<file path="src/pkg/stop_go_pkg.sv">
// Shared constants and types for the stop/go bit control block
package stop_go_pkg;

    // ----------------------------------------------------------------
    // Timing
    // ----------------------------------------------------------------
    localparam int CLOCK_PERIOD_NS = 100;
    localparam int T1_TIME_US = 500;
    localparam int T1_CYCLES = T1_TIME_US * 1000 / CLOCK_PERIOD_NS;
    localparam real TD1_MIN_TIME_MS = 7.5;
    localparam real TD1_MAX_TIME_MS = 15.0;
    localparam int TD1_POS_STEPS = 15;
    localparam int TD1_MIN_CYCLES = int'(TD1_MIN_TIME_MS * 1000.0) * 1000 / CLOCK_PERIOD_NS;
    localparam int TD1_MAX_CYCLES = int'(TD1_MAX_TIME_MS * 1000.0) * 1000 / CLOCK_PERIOD_NS;
    localparam int TD1_STEP_CYCLES = (TD1_MAX_CYCLES - TD1_MIN_CYCLES) / TD1_POS_STEPS;
    localparam int CNT_W = 18;

    // ----------------------------------------------------------------
    // Frame layout
    // ----------------------------------------------------------------
    localparam int SLOT_BITS = 32;
    localparam int FRAME_SLOTS = 3;
    localparam int BIT_CNT_W = 7;
    localparam logic [BIT_CNT_W-1:0] FRAME_LAST_BIT = 7'(SLOT_BITS * FRAME_SLOTS - 1);
    localparam logic [BIT_CNT_W-1:0] SG_BIT_POS = 7'(SLOT_BITS * 2 + 27);
    localparam logic [BIT_CNT_W-1:0] D_BIT_POS = 7'h18;
    localparam logic [7:0] EOC_STOP_CODE = 8'h25;
    localparam logic [7:0] EOC_GO_CODE = 8'h27;
    localparam logic SG_STOP = 1'b1;
    localparam logic SG_GO = 1'b0;

    // ----------------------------------------------------------------
    // Register map
    // ----------------------------------------------------------------
    localparam int ADDR_W = 8;
    localparam logic [ADDR_W-1:0] CTRL_OFFSET = 8'h00;
    localparam logic [ADDR_W-1:0] STATUS_OFFSET = 8'h04;
    localparam int CTRL_TERMINAL_BIT = 0;
    localparam int CTRL_SGL_BIT = 1;
    localparam int CTRL_BS_BIT = 2;
    localparam int CTRL_CBAC_BIT = 3;
    localparam logic [3:0] CTRL_RESET = 4'h0;
    localparam int STAT_STATE_LSB = 0;
    localparam int STAT_SG_Z_BIT = 6;
    localparam int STAT_SG_BIT = 7;
    localparam int STAT_D0_BIT = 8;
    localparam int STAT_BAC_BIT = 9;
    localparam int STAT_HOST_BUS_MODE_SELECT_BIT = 10;
    localparam int STAT_ACT_BIT = 11;
    localparam int STAT_T1_BIT = 12;
    localparam int STAT_TD1_BIT = 14;
    localparam logic [1:0] RESP_OKAY = 2'h0;
    localparam logic [1:0] RESP_SLVERR = 2'h2;

    // ----------------------------------------------------------------
    // Types
    // ----------------------------------------------------------------
    typedef enum logic [5:0] {
        ST_OFF = 6'h01,
        ST_NOSYNC = 6'h02,
        ST_GO = 6'h04,
        ST_WAIT_STOP = 6'h08,
        ST_STOPPED = 6'h10,
        ST_RESUME = 6'h20
    } sg_state_t;

    typedef struct packed {
        logic valid;
        logic [7:0] code;
        logic [3:0] pos;
    } eoc_msg_t;

    typedef struct packed {
        logic valid;
        logic [1:0] bits;
    } d_up_t;

endpackage

</file>
<file path="src/logic/pin_sync.sv">
// Three-stage pin synchroniser with agreement filter
module pin_sync
    import stop_go_pkg::*;
#(
    parameter int WIDTH = 1
) (
    input wire logic clk_i,
    input wire logic rst_i,
    input wire logic [WIDTH-1:0] pin_i,
    output logic [WIDTH-1:0] level_o
);

    typedef struct packed {
        logic [WIDTH-1:0] s1;
        logic [WIDTH-1:0] s2;
        logic [WIDTH-1:0] s3;
        logic [WIDTH-1:0] lvl;
    } sync_t;

    sync_t q;
    sync_t n;

    // Stage one feeds stage two only; a change counts when two and three agree
    always_comb begin
        n = q;
        n.s1 = pin_i;
        n.s2 = q.s1;
        n.s3 = q.s2;
        for (int i = 0; i < WIDTH; i++) begin
            if (q.s2[i] == q.s3[i]) begin
                n.lvl[i] = q.s3[i];
            end
        end
    end

    always_ff @(posedge clk_i) begin
        if (rst_i) begin
            q <= '0;
        end else begin
            q <= n;
        end
    end

    assign level_o = q.lvl;

endmodule

</file>
<file path="src/logic/stop_go_ctrl.sv">
// Stop/go bit control for terminal mode with AXI4-Lite registers
//
// The register offsets and the AXI4-Lite interface to the registers were chosen for this implementation.
module stop_go_ctrl
    import stop_go_pkg::*;
#(
    parameter int T1_CYC = T1_CYCLES,
    parameter int TD1_MIN_CYC = TD1_MIN_CYCLES,
    parameter int TD1_STEP_CYC = TD1_STEP_CYCLES
) (
    input wire logic CLOCK_I,
    input wire logic RESET_I,
    input wire logic [ADDR_W-1:0] AXI_AWADDR_I,
    input wire logic AXI_AWVALID_I,
    output logic AXI_AWREADY_O,
    input wire logic [31:0] AXI_WDATA_I,
    input wire logic [3:0] AXI_WSTRB_I,
    input wire logic AXI_WVALID_I,
    output logic AXI_WREADY_O,
    output logic [1:0] AXI_BRESP_O,
    output logic AXI_BVALID_O,
    input wire logic AXI_BREADY_I,
    input wire logic [ADDR_W-1:0] AXI_ARADDR_I,
    input wire logic AXI_ARVALID_I,
    output logic AXI_ARREADY_O,
    output logic [31:0] AXI_RDATA_O,
    output logic [1:0] AXI_RRESP_O,
    output logic AXI_RVALID_O,
    input wire logic AXI_RREADY_I,
    input wire logic FRAME_SYNC_I,
    input wire logic BIT_CLOCK_I,
    input wire logic DATA_IN_I,
    output logic DATA_OUT_O,
    output logic DATA_OUT_OE_O,
    input wire logic HOST_BUS_MODE_SELECT_I,
    input wire logic RX_SYNC_I,
    input wire eoc_msg_t EOC_MSG_I,
    output d_up_t D_UP_O
);

    // ----------------------------------------------------------------
    // State
    // ----------------------------------------------------------------
    typedef struct packed {
        sg_state_t st;
        logic clk_prev;
        logic [BIT_CNT_W-1:0] bit_cnt;
        logic dout;
        logic dout_oe;
        logic bus_access_bit_in;
        logic d_first;
        d_up_t d_up;
        logic d_channel_zero_force;
        logic t1_run;
        logic t1_exp;
        logic [CNT_W-1:0] t1_cnt;
        logic td1_run;
        logic td1_exp;
        logic [CNT_W-1:0] td1_cnt;
        logic [3:0] ctrl;
        logic host_bus_mode_select;
        logic receiver_sync_flag;
        logic aw_hold;
        logic [ADDR_W-1:0] aw_addr;
        logic w_hold;
        logic [31:0] w_data;
        logic [3:0] w_strb;
        logic awready;
        logic wready;
        logic bvalid;
        logic [1:0] bresp;
        logic arready;
        logic rvalid;
        logic [31:0] rdata;
        logic [1:0] rresp;
    } ctrl_state_t;

    ctrl_state_t q;
    ctrl_state_t n;
    logic [2:0] pins;
    logic link_clk;
    logic link_fs;
    logic link_din;
    logic host_bus_mode_select_pin;
    logic terminal_mode_flag;
    logic stop_cmd;
    logic go_cmd;
    logic sw_stop;
    logic bac_eff;
    logic rise;
    logic fall;
    logic sg_val;
    logic sg_z;
    logic [31:0] status;

    // ----------------------------------------------------------------
    // Pin synchronisers
    // ----------------------------------------------------------------
    pin_sync #(
        .WIDTH(4)
    ) u_sync (
        .clk_i(CLOCK_I),
        .rst_i(RESET_I),
        .pin_i({HOST_BUS_MODE_SELECT_I, FRAME_SYNC_I, BIT_CLOCK_I, DATA_IN_I}),
        .level_o({host_bus_mode_select_pin, pins})
    );

    assign link_fs = pins[2];
    assign link_clk = pins[1];
    assign link_din = pins[0];

    // ----------------------------------------------------------------
    // Next state
    // ----------------------------------------------------------------
    always_comb begin
        n = q;
        terminal_mode_flag = q.ctrl[CTRL_TERMINAL_BIT];
        n.host_bus_mode_select = host_bus_mode_select_pin;
        n.receiver_sync_flag = RX_SYNC_I;
        stop_cmd = EOC_MSG_I.valid && EOC_MSG_I.code == EOC_STOP_CODE;
        go_cmd = EOC_MSG_I.valid && EOC_MSG_I.code == EOC_GO_CODE;
        // SGL and BS bits only count when a host bus exists; CBAC counts regardless
        sw_stop = q.host_bus_mode_select && q.ctrl[CTRL_SGL_BIT];
        bac_eff = q.bus_access_bit_in && !q.ctrl[CTRL_CBAC_BIT];
        rise = link_clk && !q.clk_prev;
        fall = !link_clk && q.clk_prev;
        n.clk_prev = link_clk;
        n.d_up.valid = 1'b0;

        // Timers
        if (q.t1_run) begin
            if (q.t1_cnt == CNT_W'(1)) begin
                n.t1_run = 1'b0;
                n.t1_exp = 1'b1;
            end else begin
                n.t1_cnt = q.t1_cnt - CNT_W'(1);
            end
        end
        if (q.td1_run) begin
            if (q.td1_cnt == CNT_W'(1)) begin
                n.td1_run = 1'b0;
                n.td1_exp = 1'b1;
            end else begin
                n.td1_cnt = q.td1_cnt - CNT_W'(1);
            end
        end

        // Stop/go transitions
        if (!terminal_mode_flag) begin
            n.st = ST_OFF;
        end else if (!q.receiver_sync_flag) begin
            n.st = ST_NOSYNC;
        end else begin
            unique case (q.st)
                ST_OFF, ST_NOSYNC: begin
                    n.st = ST_GO;
                end
                ST_GO: begin
                    if (stop_cmd || sw_stop) begin
                        n.st = ST_WAIT_STOP;
                        n.t1_run = 1'b1;
                        n.t1_exp = 1'b0;
                        n.t1_cnt = CNT_W'(T1_CYC);
                    end
                end
                ST_WAIT_STOP: begin
                    // Let a running controller access finish before forcing zeros
                    if (q.t1_exp || !bac_eff) begin
                        n.st = ST_STOPPED;
                    end
                end
                ST_STOPPED: begin
                    if (go_cmd && !sw_stop) begin
                        n.st = ST_RESUME;
                        n.td1_run = 1'b1;
                        n.td1_exp = 1'b0;
                        n.td1_cnt = CNT_W'(TD1_MIN_CYC) + CNT_W'(TD1_STEP_CYC) * CNT_W'(EOC_MSG_I.pos);
                    end
                end
                ST_RESUME: begin
                    if (stop_cmd || sw_stop) begin
                        n.st = ST_STOPPED;
                        n.td1_run = 1'b0;
                    end else if (q.td1_exp && !(q.host_bus_mode_select && q.ctrl[CTRL_BS_BIT])) begin
                        n.st = ST_GO;
                    end
                end
            endcase
        end
        n.d_channel_zero_force = n.st == ST_STOPPED || n.st == ST_RESUME;
        sg_z = q.st == ST_OFF;
        sg_val = q.st == ST_GO ? SG_GO : SG_STOP;

        // Frame timing: drive on rising edge, sample on falling edge
        if (rise) begin
            if (link_fs) begin
                n.bit_cnt = '0;
            end else if (q.bit_cnt != FRAME_LAST_BIT) begin
                n.bit_cnt = q.bit_cnt + BIT_CNT_W'(1);
            end
            n.dout = sg_val;
            n.dout_oe = n.bit_cnt == SG_BIT_POS && !sg_z;
        end
        // Release at once on leaving terminal mode, not at the next link edge
        if (n.st == ST_OFF) begin
            n.dout_oe = 1'b0;
        end
        if (fall) begin
            if (q.bit_cnt == SG_BIT_POS) begin
                n.bus_access_bit_in = link_din;
            end
            if (q.bit_cnt == D_BIT_POS) begin
                n.d_first = link_din;
            end
            if (q.bit_cnt == D_BIT_POS + BIT_CNT_W'(1)) begin
                n.d_up.valid = 1'b1;
                n.d_up.bits = q.d_channel_zero_force ? 2'h0 : {q.d_first, link_din};
            end
        end

        // Status word
        status = '0;
        status[STAT_STATE_LSB +: 6] = q.st;
        status[STAT_SG_Z_BIT] = sg_z;
        status[STAT_SG_BIT] = sg_val;
        status[STAT_D0_BIT] = q.d_channel_zero_force;
        status[STAT_BAC_BIT] = q.bus_access_bit_in;
        status[STAT_HOST_BUS_MODE_SELECT_BIT] = q.host_bus_mode_select;
        status[STAT_ACT_BIT] = q.receiver_sync_flag;
        status[STAT_T1_BIT +: 2] = {q.t1_exp, q.t1_run};
        status[STAT_TD1_BIT +: 2] = {q.td1_exp, q.td1_run};

        // AXI4-Lite write: address and data in either order
        if (q.awready && AXI_AWVALID_I) begin
            n.aw_hold = 1'b1;
            n.aw_addr = AXI_AWADDR_I;
        end
        if (q.wready && AXI_WVALID_I) begin
            n.w_hold = 1'b1;
            n.w_data = AXI_WDATA_I;
            n.w_strb = AXI_WSTRB_I;
        end
        if (q.bvalid && AXI_BREADY_I) begin
            n.bvalid = 1'b0;
        end
        if (q.aw_hold && q.w_hold && !q.bvalid) begin
            n.aw_hold = 1'b0;
            n.w_hold = 1'b0;
            n.bvalid = 1'b1;
            n.bresp = RESP_OKAY;
            if (q.aw_addr[ADDR_W-1:2] == CTRL_OFFSET[ADDR_W-1:2]) begin
                if (q.w_strb[0]) begin
                    n.ctrl = q.w_data[3:0];
                end
            end else if (q.aw_addr[ADDR_W-1:2] != STATUS_OFFSET[ADDR_W-1:2]) begin
                n.bresp = RESP_SLVERR;
            end
        end
        n.awready = !n.aw_hold && !n.bvalid;
        n.wready = !n.w_hold && !n.bvalid;

        // AXI4-Lite read
        if (q.rvalid && AXI_RREADY_I) begin
            n.rvalid = 1'b0;
        end
        if (q.arready && AXI_ARVALID_I) begin
            n.rvalid = 1'b1;
            n.rresp = RESP_OKAY;
            if (AXI_ARADDR_I[ADDR_W-1:2] == CTRL_OFFSET[ADDR_W-1:2]) begin
                n.rdata = {28'h000_0000, q.ctrl};
            end else if (AXI_ARADDR_I[ADDR_W-1:2] == STATUS_OFFSET[ADDR_W-1:2]) begin
                n.rdata = status;
            end else begin
                n.rdata = '0;
                n.rresp = RESP_SLVERR;
            end
        end
        n.arready = !n.rvalid;
    end

    always_ff @(posedge CLOCK_I) begin
        if (RESET_I) begin
            q <= '0;
            q.st <= ST_OFF;
            q.ctrl <= CTRL_RESET;
        end else begin
            q <= n;
        end
    end

    // ----------------------------------------------------------------
    // Outputs
    // ----------------------------------------------------------------
    assign AXI_AWREADY_O = q.awready;
    assign AXI_WREADY_O = q.wready;
    assign AXI_BVALID_O = q.bvalid;
    assign AXI_BRESP_O = q.bresp;
    assign AXI_ARREADY_O = q.arready;
    assign AXI_RVALID_O = q.rvalid;
    assign AXI_RDATA_O = q.rdata;
    assign AXI_RRESP_O = q.rresp;
    assign DATA_OUT_O = q.dout;
    assign DATA_OUT_OE_O = q.dout_oe;
    assign D_UP_O = q.d_up;
endmodule

</file>
<file path="config.mk">
export PLATFORM = sky130hd
export DESIGN_NAME = stop_go_ctrl
export DESIGN_NICKNAME = d
export VERILOG_FILES = /design/src/pkg/stop_go_pkg.sv /design/src/logic/pin_sync.sv /design/src/logic/stop_go_ctrl.sv
export SDC_FILE = /design/constraint.sdc
export NUM_CORES = 1
export LEC_CHECK = 0
export BUFFER_PORTS_ARGS = -buffer_cell sky130_fd_sc_hd__buf_2
export CAP_MARGIN = 10
export CORE_MARGIN = 2
export CORE_UTILIZATION = 60
export DETAILED_ROUTE_END_ITERATION = 10
export PLACE_DENSITY = 0.91
export SLEW_MARGIN = 30
export SYNTH_ARGS = -nofsm -noshare
export SYNTH_HDL_FRONTEND = slang
export SYNTH_SLANG_ARGS = --single-unit
</file>
<file path="constraint.sdc">
create_clock -name CLOCK_I -period 6.11 [get_ports CLOCK_I]
set_input_delay 0.3055 -clock CLOCK_I [delete_from_list [all_inputs] [get_ports CLOCK_I]]
set_output_delay 0.3055 -clock CLOCK_I [all_outputs]
set_load 0.01 [all_outputs]
</file>
==> metrics.yaml <==
setup-violations-final: 0
slew_violations: 0
clockBufferDepth: 2
firstDrtPassIters: 6
worst_pin_slew_ps: 855
antenna_found_initial: 0
postCtsSetupBuffers: 0
syn_inst: 716
n_fill_cell: 704
core_area_um2: 10100
root_buffer: "clkbuf_8"
max_cap_viol_count: 0
io_buffers: 69
vias: 5317
ant_nets: 0
timing.final.crit_share: 0.497
finClkSkew_ps: 7.31
rows: 37
dr.first_iter.drc_count: 429
pin_count: 123
endpoint_kind: "register"
wl_per_cell_um: 14.8
hold_class: "input port to register"
drive_gt1_frac: 0.155
tritoncts.num_buffers: 17
gp_congestion: 0.919
fmax_mhz: 329
cts_sinks: 120
synth.avg_cell_area_um2: 8.63
routed_via_density: 5.86
synth_area_leaders: "dfxtp_1 39%, ha_1 5.3%, nor2_1 5.2%"
grt_setup_unrepaired: "false"
grt_pass1_vias: 4958
overflow: 0
synth-edff-count: 0
cts_tree: "yes"
p_int_w: 0.00156
start_util: 0.610
insertedDiodeCount: 0
path_depth: 13
die_area_um2: 11100
crit_type: "input port to register"
synth_top_area_share: 0.389
ys_warn_count: 0
synth_area_um2: 6180
crit_chain: "buf_2, inv_1, fa_1, inv_1, ha_1, inv_1, fa_1, a21bo_2, a31oi_1, nor4b_1, a21oi_1, or3_1, a311oi_1"
synth_top_area_cell: "dfxtp_1"
ir_worst_vdd_v: 0.000199
die_h_um: 105
p_per_area_nw_per_um2: 283
crit_fanout: 9
hpwl_mm: 9.21
clk_latency_ps: 520
pwr-share-clk: 0.517
grt_pass1_wl_mm: 22.7
hold_viol: 0
status: "completed"
worst-path-buf-inv: 4
start_kind: "input port"
max_stage_delay_ps: 540
clkSlewWorstSetupHoldPaths_ps: 50
comb_power_share: 0.079
setup_tns_ps: 0
synth-async-reset-ratio: 0
nNetsFinal: 866
synth_cell_types: 59
r2r_cells: 6
syn2layout_area_growth_pct: 13.9
ys_seq_area_frac: 0.389
power.leakage_nw: 2.85
wl_mm: 13.5
cpMostUsedCell: "inv_1"
grt_max_degree: 106
drc: 0
synth_seq_cells: 120
whs_ps: 20.1
hold_depth: 2
seqPwrFrac: 0.404
die_w_um: 105
cp.required_ps: 6540
synthFlopType: "dfxtp_1"
arrival_ps: 3470
slew-limit-headroom: 0.422
path_delay_family: "adder cells"
switching_share: 0.214
cts_htree_levels: 4
min_period_ps: 3040
power_switching_w: 0.000427
track_usage: 0.248
cpMaxStageDelayCell: "fa_1"
power by group through the flow:
stage	sequential (W)	combinational (W)	clock, W
6_report	0.000805	0.000156	0.00103
5_1_grt	0.000806	0.000177	0.00108
4_1_cts	0.000804	0.000157	0.00104
3_5_place_dp	0.000821	0.000154	0
3_3_place_gp	0.000820	0.000149	0
2_1_floorplan	0.000819	0.000124	0
path summary, 6_finish.rpt:
path                           start                      to  slack (ps)
min reg2reg  u_sync.n[10]$_SDFF_PP0_  u_sync.n[6]$_SDFF_PP0_         440
max                     EOC_MSG_I[2]       q[108]$_SDFF_PP0_        3070
min                        RX_SYNC_I        q[87]$_SDFF_PP0_          20
max reg2reg        q[101]$_SDFF_PP0_        q[99]$_SDFF_PP0_        3640
sequential cells by signal, indices dropped and copies added (netlist names):
register	flops
u_sync.n	8
u_sync.q	4
DATA_OUT_O	1
DATA_OUT_OE_O	1
AXI_ARREADY_O	1
AXI_RVALID_O	1
u_sync.level_o	4
q	76
AXI_WREADY_O	1
AXI_BVALID_O	1
AXI_AWREADY_O	1
AXI_RRESP_O	1
AXI_BRESP_O	1
D_UP_O	3
AXI_RDATA_O	16
metrics by stage:
step,total power [W],cell area [um2],setup WS [ps],utilization,cells
2_1_floorplan,0.000943,6240,2800,-,733
3_3_place_gp,0.000969,6370,2600,0.629,873
3_5_place_dp,0.000975,6370,2520,0.629,873
4_1_cts,0.00200,7030,3050,0.694,908
5_1_grt,0.00207,7040,2740,0.694,908
6_report,0.00199,7040,3070,0.694,908
cell usage in the layout (no fill, tap or decap), types with 4 or more instances in the layout:
cell | netlist | routed
nand3_1 | 21 | 21
nor3b_1 | 9 | 9
nor4_1 | 10 | 10
nand4_1 | 6 | 6
bufinv_16 | 0 | 4
mux2_2 | 4 | 4
a2111oi_0 | 4 | 4
clkbuf_16 | 0 | 16
nand2_1 | 46 | 46
nor2_1 | 85 | 85
dfxtp_1 | 120 | 120
mux2i_1 | 7 | 7
nand3b_1 | 4 | 4
nor3_1 | 23 | 22
dlygate4sd3_1 | 0 | 4
buf_2 | 0 | 69
xor2_1 | 13 | 13
and3_1 | 7 | 7
o21ai_0 | 20 | 20
a21oi_1 | 54 | 54
clkbuf_8 | 0 | 5
xnor2_1 | 32 | 32
or4_1 | 5 | 5
a22oi_1 | 15 | 15
a211oi_1 | 18 | 18
conb_1 | 1 | 18
inv_1 | 21 | 21
nor2b_1 | 20 | 20
nand2b_1 | 6 | 6
or3_1 | 6 | 6
ha_1 | 26 | 26
a31oi_1 | 5 | 5
nor4b_1 | 7 | 7
nand4b_1 | 9 | 9
a31o_2 | 4 | 4
cells in the mapped netlist (9+ instances only):
master,instances
nand4b_1,9
nor3_1,23
nor2b_1,20
nand2_1,46
buf_4,39
nor3b_1,9
o21ai_0,20
xor2_1,13
inv_1,21
a211oi_1,18
xnor2_1,32
ha_1,26
a21oi_1,54
a22oi_1,15
clkbuf_1,25
nor4_1,10
dfxtp_1,120
nor2_1,85
nand3_1,21
layout make-up:
type                            instances  area [um2]  share of cell area
Sequential cell                       120        2400               0.341
Multi-Input combinational cell        525        3360               0.478
Tap cell                              136         170              0.0242
Clock inverter                          8         143              0.0203
Inverter                               21        78.8              0.0112
Timing Repair Buffer                   75         404              0.0574
Clock buffer                           23         477              0.0677
logic make-up (layout without fill, tap and decap cells):
family,Yosys count,in the layout,share of synthesized area
and+or+nand+nor,281,281,0.240
adders and majority gates,29,29,0.0623
buffers and inverters,88,127,0.0783
AOI/OAI and AO/OA,141,141,0.147
other,1,18,0.000607
DFF,120,120,0.389
muxes,11,11,0.0186
xor gates and xnor gates,45,45,0.0638
per-layer routing:
metal / track usage / part of all wire
met2: 0.419 / 0.51
met1: 0.305 / 0.42
met4: 0.0959 / 0.022
met3: 0.0618 / 0.056
met5: 0 / 0
timing repair:
item / in CTS / in global routing
endpoints found under the hold margin: 4 / 0
resized for setup: 0 / 0
hold buffers: 4 / 0
(Power assumes the default switching activity.)
